--- src/core/egd_pkg.sv ---
package egd_pkg;

    // ==========================================================
    // Table geometry
    // ==========================================================
    localparam int unsigned NUM_LEVELS = 8;
    localparam int unsigned DUR_WIDTH = 8;
    localparam logic [3:0] FIRST_LEVEL = 4'h4;
    localparam logic [3:0] LAST_LEVEL = 4'hB;

    // ==========================================================
    // Command word layout
    // ==========================================================
    localparam int unsigned CODE_MSB = 15;
    localparam int unsigned CODE_LSB = 8;
    localparam int unsigned DATA_MSB = 7;
    localparam int unsigned DATA_LSB = 0;

    // ==========================================================
    // Command codes, index 0 is level 4, index 7 is level 11
    // ==========================================================
    localparam logic [7:0] CODE_LEVEL4 = 8'h30;
    localparam logic [7:0] CODE_LEVEL5 = 8'h38;
    localparam logic [7:0] CODE_LEVEL6 = 8'h37;
    localparam logic [7:0] CODE_LEVEL7 = 8'h36;
    localparam logic [7:0] CODE_LEVEL8 = 8'h35;
    localparam logic [7:0] CODE_LEVEL9 = 8'h24;
    localparam logic [7:0] CODE_LEVEL10 = 8'h33;
    localparam logic [7:0] CODE_LEVEL11 = 8'h32;
    localparam logic [7:0] CMD_CODE [NUM_LEVELS] = '{CODE_LEVEL4, CODE_LEVEL5, CODE_LEVEL6,
        CODE_LEVEL7, CODE_LEVEL8, CODE_LEVEL9, CODE_LEVEL10, CODE_LEVEL11};

    // ==========================================================
    // Values after reset, same index order
    // ==========================================================
    localparam logic [7:0] RESET_DUR [NUM_LEVELS] = '{8'h03, 8'h05, 8'h08, 8'h0C,
        8'h12, 8'h1A, 8'h27, 8'h39};

    // ==========================================================
    // Display modes and sequencer states
    // ==========================================================
    typedef enum logic [1:0] {
        MODE_MONO = 2'b00,
        MODE_GRAY4 = 2'b01,
        MODE_GRAY16 = 2'b10,
        MODE_GRAY64 = 2'b11
    } egd_mode_type;

    typedef enum logic [0:0] {
        ST_IDLE = 1'b0,
        ST_RUN = 1'b1
    } egd_state_type;

endpackage

--- src/core/egd_step_timer.sv ---
module egd_step_timer #(
    parameter int unsigned WIDTH = 8
) (
    // Clock and reset
    input wire logic clk_in,
    input wire logic rst_n_in,
    // Control
    input wire logic load_in,
    input wire logic [WIDTH-1:0] value_in,
    input wire logic tick_in,
    // Status
    output logic busy_out,
    output logic done_out
);

    // ==========================================================
    // Checks
    // ==========================================================
    if (WIDTH < 1) begin : g_bad_width
        $error("egd_step_timer: WIDTH must be at least 1");
    end

    // ==========================================================
    // Down counter, N loaded gives N+1 ticks
    // ==========================================================
    logic [WIDTH-1:0] cnt_q, cnt_d;
    logic busy_q, busy_d;

    always_comb begin
        cnt_d = cnt_q;
        busy_d = busy_q;
        if (load_in) begin
            cnt_d = value_in;
            busy_d = 1'b1;
        end else if (busy_q && tick_in) begin
            if (cnt_q == '0) begin
                busy_d = 1'b0;
            end else begin
                cnt_d = cnt_q - 1'b1;
            end
        end
    end

    always_ff @(posedge clk_in or negedge rst_n_in) begin
        if (!rst_n_in) begin
            cnt_q <= '0;
            busy_q <= 1'b0;
        end else begin
            cnt_q <= cnt_d;
            busy_q <= busy_d;
        end
    end

    assign busy_out = busy_q;
    // Done is flagged ahead of the last counted tick edge so the next level loads on that
    // edge; independent of load_in to avoid a loop through the sequencer
    assign done_out = busy_q && tick_in && (cnt_q == '0);

endmodule // egd_step_timer

--- src/core/egd_even_duration_table.sv ---
// Overview of operation
// - Each entry N makes its gray level last N plus one gray-scale clock periods.
// - Code 32h loads the level 11 entry; it resets to 39h.
// - A level 10 entry exists and resets to 27h.
// - Code 24h loads the level 9 entry; it resets to 1Ah.
// - Code 35h loads the level 8 entry; it resets to 12h.
// - Code 36h loads the level 7 entry; it resets to 0Ch.
// - Code 37h loads the level 6 entry; it resets to 08h.
// - A level 5 entry exists and resets to 05h.
// - Code 30h loads the level 4 entry; it resets to 03h.
// - Write-only 16-bit word: code in bits 15..8, data in bits 7..0.
module egd_even_duration_table (
    // Clock and reset
    input wire logic CLK_SYS_IN,
    input wire logic RST_N_IN,
    // Command port from the host interface
    input wire logic CMD_VALID_IN,
    input wire logic [15:0] CMD_WORD_IN,
    input wire logic [1:0] GRAY_MODE_IN,
    // Row timing
    input wire logic SCLK_EN_IN,
    input wire logic ROW_START_IN,
    // Status
    output logic LOAD_ACK_OUT,
    output logic LOAD_REFUSED_OUT,
    output logic STEP_ACTIVE_OUT,
    output logic [3:0] LEVEL_OUT,
    output logic STEP_DONE_OUT,
    output logic ROW_DONE_OUT
);

    localparam int unsigned N = egd_pkg::NUM_LEVELS;
    localparam int unsigned W = egd_pkg::DUR_WIDTH;

    // ==========================================================
    // Checks
    // ==========================================================
    // Codes and reset values are tabled for exactly eight 8-bit entries
    if (N != 8) begin : g_bad_levels
        $error("egd_even_duration_table: the table holds exactly 8 levels");
    end
    if (W != 8) begin : g_bad_width
        $error("egd_even_duration_table: entries are 8 bits wide");
    end

    // ==========================================================
    // Reset release
    // ==========================================================
    logic rst_meta_q, rst_sync_q;

    always_ff @(posedge CLK_SYS_IN or negedge RST_N_IN) begin
        if (!RST_N_IN) begin
            rst_meta_q <= 1'b0;
            rst_sync_q <= 1'b0;
        end else begin
            rst_meta_q <= 1'b1;
            rst_sync_q <= rst_meta_q;
        end
    end

    // ==========================================================
    // Command decode
    // ==========================================================
    logic [7:0] cmd_code;
    logic [7:0] cmd_data;
    logic mode_ok;
    logic [N-1:0] hit;

    assign cmd_code = CMD_WORD_IN[egd_pkg::CODE_MSB:egd_pkg::CODE_LSB];
    assign cmd_data = CMD_WORD_IN[egd_pkg::DATA_MSB:egd_pkg::DATA_LSB];
    // Loads in forbidden modes are dropped so a stray write cannot corrupt timing
    assign mode_ok = (egd_pkg::egd_mode_type'(GRAY_MODE_IN) == egd_pkg::MODE_GRAY16);

    // ==========================================================
    // Duration entries, write-only storage
    // ==========================================================
    logic [W-1:0] dur_q [N];
    logic [W-1:0] dur_d [N];

    for (genvar i = 0; i < N; i++) begin : g_entry
        // Each entry matches its own code: 30h,38h,37h,36h,35h,24h,33h,32h
        assign hit[i] = CMD_VALID_IN && (cmd_code == egd_pkg::CMD_CODE[i]);

        always_comb begin
            dur_d[i] = dur_q[i];
            if (hit[i] && mode_ok) begin
                dur_d[i] = cmd_data;
            end
        end

        always_ff @(posedge CLK_SYS_IN or negedge rst_sync_q) begin
            if (!rst_sync_q) begin
                dur_q[i] <= egd_pkg::RESET_DUR[i];
            end else begin
                dur_q[i] <= dur_d[i];
            end
        end
    end

    // ==========================================================
    // Load status
    // ==========================================================
    logic ack_q, ack_d;
    logic refused_q, refused_d;

    always_comb begin
        ack_d = (|hit) && mode_ok;
        refused_d = (|hit) && !mode_ok;
    end

    always_ff @(posedge CLK_SYS_IN or negedge rst_sync_q) begin
        if (!rst_sync_q) begin
            ack_q <= 1'b0;
            refused_q <= 1'b0;
        end else begin
            ack_q <= ack_d;
            refused_q <= refused_d;
        end
    end

    // ==========================================================
    // Row step sequencer, levels 4 up to 11
    // ==========================================================
    egd_pkg::egd_state_type state_q, state_d;
    logic [3:0] level_q, level_d;
    logic row_done_q, row_done_d;
    logic step_done_q, step_done_d;
    logic active_q, active_d;
    logic tmr_load;
    logic [W-1:0] tmr_value;
    logic tmr_done;
    logic [2:0] idx;

    assign idx = 3'(level_d - egd_pkg::FIRST_LEVEL);

    always_comb begin
        state_d = state_q;
        level_d = level_q;
        row_done_d = 1'b0;
        step_done_d = 1'b0;
        tmr_load = 1'b0;
        case (state_q)
            egd_pkg::ST_IDLE: begin
                if (ROW_START_IN) begin
                    state_d = egd_pkg::ST_RUN;
                    level_d = egd_pkg::FIRST_LEVEL;
                    tmr_load = 1'b1;
                end
            end
            egd_pkg::ST_RUN: begin
                if (ROW_START_IN) begin
                    // A new row restarts the sequence
                    level_d = egd_pkg::FIRST_LEVEL;
                    tmr_load = 1'b1;
                end else if (tmr_done) begin
                    step_done_d = 1'b1;
                    if (level_q == egd_pkg::LAST_LEVEL) begin
                        state_d = egd_pkg::ST_IDLE;
                        row_done_d = 1'b1;
                    end else begin
                        level_d = level_q + 4'h1;
                        tmr_load = 1'b1;
                    end
                end
            end
            default: begin
                state_d = egd_pkg::ST_IDLE;
            end
        endcase
        // Active flag kept in a flop of its own for the output
        active_d = (state_d == egd_pkg::ST_RUN);
    end

    // The entry as stored before the level starts sets its length
    assign tmr_value = dur_q[idx];

    always_ff @(posedge CLK_SYS_IN or negedge rst_sync_q) begin
        if (!rst_sync_q) begin
            state_q <= egd_pkg::ST_IDLE;
            level_q <= egd_pkg::FIRST_LEVEL;
            row_done_q <= 1'b0;
            step_done_q <= 1'b0;
            active_q <= 1'b0;
        end else begin
            state_q <= state_d;
            level_q <= level_d;
            row_done_q <= row_done_d;
            step_done_q <= step_done_d;
            active_q <= active_d;
        end
    end

    // ==========================================================
    // Step timer
    // ==========================================================
    // Shared by all levels; reloaded on the edge that ends each level before level 11
    egd_step_timer #(
        .WIDTH(W)
    ) egd_step_timer_i (
        .clk_in(CLK_SYS_IN),
        .rst_n_in(rst_sync_q),
        .load_in(tmr_load),
        .value_in(tmr_value),
        .tick_in(SCLK_EN_IN),
        .busy_out(),
        .done_out(tmr_done)
    );

    // ==========================================================
    // Outputs
    // ==========================================================
    assign LOAD_ACK_OUT = ack_q;
    assign LOAD_REFUSED_OUT = refused_q;
    assign STEP_ACTIVE_OUT = active_q;
    assign LEVEL_OUT = level_q;
    assign STEP_DONE_OUT = step_done_q;
    assign ROW_DONE_OUT = row_done_q;

endmodule // egd_even_duration_table

--- config.mk ---
export PLATFORM = sky130hd
export DESIGN_NAME = egd_even_duration_table
export DESIGN_NICKNAME = d
export VERILOG_FILES = /design/src/core/egd_pkg.sv /design/src/core/egd_step_timer.sv /design/src/core/egd_even_duration_table.sv
export SDC_FILE = /design/constraint.sdc
export NUM_CORES = 1
export LEC_CHECK = 0
export BUFFER_PORTS_ARGS = -buffer_cell sky130_fd_sc_hd__buf_2
export CAP_MARGIN = 40
export CORE_AREA = 2 2 87 89
export CTS_BUF_LIST = sky130_fd_sc_hd__clkbuf_2 sky130_fd_sc_hd__clkbuf_4 sky130_fd_sc_hd__clkbuf_8
export CTS_CLUSTER_DIAMETER = 60
export DETAILED_ROUTE_END_ITERATION = 8
export DIE_AREA = 0 0 89 91
export PLACE_DENSITY_LB_ADDON = 0.12
export RECOVER_POWER = 50
export SLEW_MARGIN = 20
export SYNTH_ARGS = -nofsm -noshare
export SYNTH_HDL_FRONTEND = slang
export SYNTH_SLANG_ARGS = --single-unit
--- constraint.sdc ---
create_clock -name CLK_SYS_IN -period 3.3 [get_ports CLK_SYS_IN]
set_input_delay 0.66 -clock CLK_SYS_IN [delete_from_list [all_inputs] [get_ports CLK_SYS_IN]]
set_output_delay 0.66 -clock CLK_SYS_IN [all_outputs]
set_load 0.01 [all_outputs]
* Yosys cells after proc, flatten, opt, wreduce, memory -nomap -nowiden
Index checks and enable logic that the tools add are counted.
Operators by class: add/subtract/negate cells 3, order comparisons 1, equal/unequal tests 11, mux-type cells 29, bitwise gates (word level) 2, reduce and logical (&&, ||, !) cells 27
Operators with widths (count):
- $eq A8 B6 Y1 const B | 8
- $mux W8 | 5
- $bmux W8 S3 | 1
- $logic_and A1 B1 Y1 | 20
- $mux W1 | 16
- $mux W4 | 4
- $logic_not A8 Y1 | 1
- $pmux W4 S2 | 1
- $reduce_or A8 Y1 | 1
- $sub A8 B1 Y8 const B | 1
- $add A4 B1 Y4 const B | 1
- $eq A4 B4 Y1 const B | 1
- $ge A4 B4 Y1 const B | 1
- $not A3 Y4 | 1
- $pmux W1 S2 | 2
- $reduce_and A2 Y1 | 2
- $reduce_bool A2 Y1 | 2
- $sub A3 B3 Y3 const B | 1
- $eq A2 B2 Y1 const B | 1
- $ne A2 B1 Y1 const B | 1
- $logic_not A1 Y1 | 1
- $not A1 Y1 | 1
Storage, ports and cells: flip-flop bits (word level) 84, bits of input ports 23, output and inout bits 9, word-level logic and storage cells 91

* Logic depth before layout (Yosys ltp)
word-level depth 11, mapped depth 13, depth with buffers taken out 9

* By module
From an unflattened synthesis, not the netlist that was laid out.
Second synthesis, totals: cell total of the unflattened synthesis 348, area total of the unflattened synthesis 4272.8 µm²
Modules (own cells, without submodules):
- egd_even_duration_table | times used 1, cells an instance 288, area each 3711.1 µm², sequential area each 1903.1 µm²
- egd_step_timer | times used 1, cells an instance 60, area each 561.8 µm², sequential area each 225.2 µm²

* Least setup slack after synthesis
No wires, ideal clock.
path kind register to register, from register egd_step_timer_i.cnt_q[0], to register egd_step_timer_i.cnt_q[2], setup time 136 ps, data arrival time 3106 ps, data required time 3164 ps, slack 58 ps, cell stages (with the launch flop) 11, path buffers 2, period minus slack after synthesis 3242 ps, cells stage by stage dfrtp_1 -> inv_1 -> ha_1 -> or3b_2 -> clkbuf_1 -> nor4_4 -> mux2i_1 -> buf_2 -> clkinv_1 -> a2111oi_0 -> nor3_1
On the way: longest elaborated chain between the ends 11, elaborated cells on any way between the ends 20, classes of those cells add/sub (2); eq/ne (1); mux (12); bitwise (1); reduce/logical (4)
RTL lines:
- from (decl) | RTL line egd_step_timer.sv:26 | logic [WIDTH-1:0] cnt_q, cnt_d;
- from (signal assigned) | RTL line egd_step_timer.sv:49 | cnt_q <= cnt_d;
- $logic_not A8 Y1 | RTL line egd_step_timer.sv:57 | assign done_out = busy_q && tick_in && (cnt_q == '0);
- $logic_and A1 B1 Y1 | RTL line egd_step_timer.sv:57
- $mux W4 | RTL line egd_even_duration_table.sv:155 | end else if (tmr_done) begin
- $mux W4 | RTL line egd_even_duration_table.sv:151 | if (ROW_START_IN) begin
- $pmux W4 S2 | RTL line egd_even_duration_table.sv:142 | case (state_q)
- $sub A3 B3 Y3 | RTL line egd_even_duration_table.sv:134 | assign idx = 3'(level_d - egd_pkg::FIRST_LEVEL);
- named net idx[0] | RTL line egd_even_duration_table.sv:132 | logic [2:0] idx;
- $not A3 Y4 (not written as such) | RTL line egd_even_duration_table.sv:175 | assign tmr_value = dur_q[idx];
- $bmux W8 S3 | RTL line egd_even_duration_table.sv:175
- $mux W8 (not written as such) (2 in series) | RTL line egd_even_duration_table.sv:175
- $mux W8 | RTL line egd_step_timer.sv:32 | if (load_in) begin
The timed path passes the listed nets, and every way through them passes these cells. The select of a mux whose other input is x is not followed. A chain may end at the register's enable or synchronous reset.

* Worst setup path after layout
from register egd_step_timer_i.cnt_q[0], to register egd_step_timer_i.cnt_q[5]
On the way: longest elaborated chain between the ends 11, elaborated cells on any way between the ends 20, classes of those cells add/sub (2); eq/ne (1); mux (12); bitwise (1); reduce/logical (4)
RTL lines (RTL line):
- $logic_not A8 Y1 | egd_step_timer.sv:36, egd_step_timer.sv:57
- $logic_and A1 B1 Y1 | egd_step_timer.sv:57
- $mux W4 | egd_even_duration_table.sv:155
- $mux W4 | egd_even_duration_table.sv:151
- $pmux W4 S2 | egd_even_duration_table.sv:142
- $sub A3 B3 Y3 | egd_even_duration_table.sv:134
- $not A3 Y4 (not written as such) | egd_even_duration_table.sv:175
- $bmux W8 S3 | egd_even_duration_table.sv:175
- $mux W8 (not written as such) (2 in series) | egd_even_duration_table.sv:175
- $mux W8 | egd_step_timer.sv:32
Parallel ways exist; a longest one is shown, timed or not. The select of a mux whose other input is x is not followed.

==> key figures <==
Worst setup path
  • Critical Path Source Type: flop
  • Slowest stage cell, crit path: or4_4
  • Crit-path max cell delay: 0.61 ns
  • Top delay family on crit path: simple AND/OR/NAND/NOR gates
  • CP Buf/Inv Count: 2
  • Worst Path Required: 3.56 ns
  • Crit Path Class: reg2reg
  • CP Max Fanout: 11
  • Worst setup EP type: flop
  • Worst Setup SP: egd_step_timer_i.cnt_q[0]
  • RR Endpoint: egd_step_timer_i.cnt_q[5]
  • Cell count of the worst reg-to-reg path: 9
  • Crit Reg-Reg Startpoint: egd_step_timer_i.cnt_q[0]
  • Reg2Reg Setup Slack: 0.21 ns
  • Crit path arrival time: 3.35 ns
  • Crit. path cell count: 9
  • CP endpoint: egd_step_timer_i.cnt_q[5]
  • CP Cell Sequence: inv_1, ha_1, or3b_2, or4_4, o21a_1, inv_4, mux2i_1, o22ai_1, a211o_1

Floorplan
  • IO Pins: 32
  • Std-Cell Rows: 31
  • Die width: 89 um
  • Core area: 7140 um^2
  • Die ar.: 8100 um^2
  • Initial Util: 60.1%
  • Die Y: 91 um

CTS
  • TritonCTS clock tree: yes
  • CTS hold repair buffers: 0
  • Post_cts resized: 0
  • CTS max path bufs: 2
  • Clock transition at path regs: 0.09 ns
  • # Post-CTS Setup Buffers: 0
  • Clk root buf: clkbuf_8
  • Skew-Pair Late Insertion Delay: 0.37 ns
  • Sink Count: 84
  • Num CTS Buffers: 9
  • H-tree depth: 3

Power and ir drop
  • Psw: 492 uW
  • Comb pwr share: 8.3%
  • LEAKAGE: 0.00218 uW
  • Clock Power Share: 39.2%
  • Switching part of the total: 23.9%
  • Power share of the sequential group: 52.5%
  • Pwr Total: 2060 uW
  • Pwr/cell area: 432 nW/um^2
  • Max IR drop VDD: 0.000224 V
  • Int Power: 1570 uW

Final layout
  • Area Growth Syn to Fin: 11.1%
  • Final nets: 422
  • Layout cells sized above 1: 40.1%
  • ANT cells: 0

Flow run
  • Maxcap violations: 0

Yosys
  • Syn Area/Cell: 12.0 um^2
  • Yosys reg bits: 84
  • Post-synth EDFFs: 0
  • Main flop type after synthesis: dfrtp_1
  • Syn_nets: 384
  • Async SR Flop Fraction: 100%
  • Cell taking the most area after synthesis: dfrtp_1
  • Yosys warnings: 0
  • Top cells by area, synth: dfrtp_1 37%, mux2_2 17%, dfstp_2 13%
  • Post-synth top cells: 66 x mux2_2, 63 x dfrtp_1, 26 x nand2_1
  • Syn Inst Count: 358
  • Most common cell in the synthesized netlist: mux2_2
  • Synth Cell Area: 4290 um^2
  • Top cell type's share of synthesized area: 36.8%
  • Sequential area share after synthesis: 49.6%
  • Library cells used by synthesis: 66

Routing
  • DR vias/cell: 5.94
  • DRC Markers: 0
  • DRC marker count from the first detailed-route iteration: 196
  • Routed length per instance: 18.5 um
  • TritonRoute pass-1 iters: 4
  • Total Wirelength: 9.24 mm
  • Post-route ant nets: 0
  • DR vias: 2,971

Global routing
  • Pin count of the biggest net entering global routing: 56
  • Vias in the first global route: 2,907
  • Initial antenna violation count: 0
  • Grt total ovfl: 0
  • First-pass GRT wire length: 14.9 mm
  • Total routing usage reported by global routing: 24.7%

STA
  • Hold WS: 0.0538 ns
  • Worst slew pin tran: 1.31 ns
  • Hold violation count in the final report: 0
  • Final number of setup-violating endpoints: 0
  • Final Max Slew Viols: 0
  • Clock Skew: 0.0102 ns
  • Fin crit period: 3.09 ns
  • Fmax: 324 MHz
  • Relative slew slack: 12.7%
  • Fin crit share: 93.6%
  • RSZ-0062 raised after global routing: false
  • TNS Setup: 0 ns

Outcome
  • Status: finished, final reports clean

Placement
  • Dpl hpwl: 6.58 mm
  • IO Port Bufs: 31
  • Final Wtd Congestion: 0.924

Worst hold path
  • HP Class: in2async
sequential cells by signal, summed over array words and instances (netlist names):
register                   count
dur_q                         64
egd_step_timer_i.cnt_q         8
LEVEL_OUT                      4
LOAD_ACK_OUT                   1
LOAD_REFUSED_OUT               1
ROW_DONE_OUT                   1
STEP_ACTIVE_OUT                1
STEP_DONE_OUT                  1
egd_step_timer_i.busy_out      1
rst_meta_q                     1
rst_sync_q                     1
layout make-up:
| type | instances | area [um^2] |
|---|---|---|
| Multi-Input combinational cell | 245 | 2000 |
| Clock inverter | 5 | 77.6 |
| Tap cell | 99 | 124 |
| Inverter | 11 | 43.8 |
| Sequential cell | 84 | 2130 |
| Fill cell | 573 | 2370 |
| Clock buffer | 11 | 139 |
| Timing Repair Buffer | 45 | 254 |
metrics by stage:
step / area, um^2 / utilization, % / cells / setup WS, ns
5_1_grt: 4760 / 66.8 / 500 / 0.103
2_1_floorplan: 4290 / - / 358 / 0.0584
4_1_cts: 4790 / 67.2 / 500 / 0.228
3_5_place_dp: 4580 / 64.1 / 484 / 0.219
3_3_place_gp: 4550 / 63.8 / 483 / 0.320
6_report: 4760 / 66.8 / 500 / 0.213
worst min-delay path by stage:
stage,startpoint,end,slack [ns],cells after the start
finish,RST_N_IN,rst_meta_q,0.05,1
global route,RST_N_IN,rst_sync_q,0.06,1
CTS,RST_N_IN,rst_sync_q,0.05,1
detailed placement,rst_sync_q,dur_q[7],0.27,0
global placement,rst_meta_q,rst_sync_q,0.34,0
floorplan,rst_meta_q,rst_sync_q,0.33,0
worst register-to-register path: cells and delay by family, from the launching register on:
kind            cells  cell delay, ns
simple gates        2            1.17
flops               1            0.38
buf+inv             2            0.32
fa+ha+maj           1            0.15
compound gates      3            0.74
mux                 1            0.23
power by group through the flow:
stage | clock network (uW) | registers, uW | logic, uW
3_5_place_dp | 0 | 1100 | 174
2_1_floorplan | 0 | 1100 | 112
4_1_cts | 820 | 1080 | 175
3_3_place_gp | 0 | 1110 | 155
5_1_grt | 850 | 1080 | 191
6_report | 807 | 1080 | 172
cells by family after synthesis:
group | count (synthesis) | share of synthesized area [%]
AND/OR/NAND/NOR | 100 | 12.7
flip-flops | 84 | 49.6
multiplexers | 79 | 21.3
AO/OA/AOI/OAI | 54 | 9.98
buffers and inverters | 29 | 3.79
XOR/XNOR | 8 | 1.63
adder cells (fa/ha/maj) | 3 | 0.875
other | 1 | 0.0874
routing by layer:
layer	wire (um)	vias up	GRT usage, %
met2	4350	73	35.9
met5	0	-	0
met1	4230	1495	36.5
met4	197	0	11.1
met3	463	12	3.91
li1	-	1391	-
placed cells by master (no fill, tap or decap), drive strengths merged, types with 3 or more instances in the layout:
cell type	count
a211oi	7
a21oi	7
and2	3
and3	3
buf	41
clkbuf	15
clkinv	3
dfrtp	63
dfstp	21
ha	3
inv	10
mux2	66
mux2i	10
mux4	3
nand2	26
nand2b	4
nand3	13
nor2	19
nor2b	5
nor3	8
o2111ai	5
o211ai	8
o21ai	3
or3	5
or4	3
xnor2	3
xor2	5
Note: power is estimated with default switching activity, not from simulation.
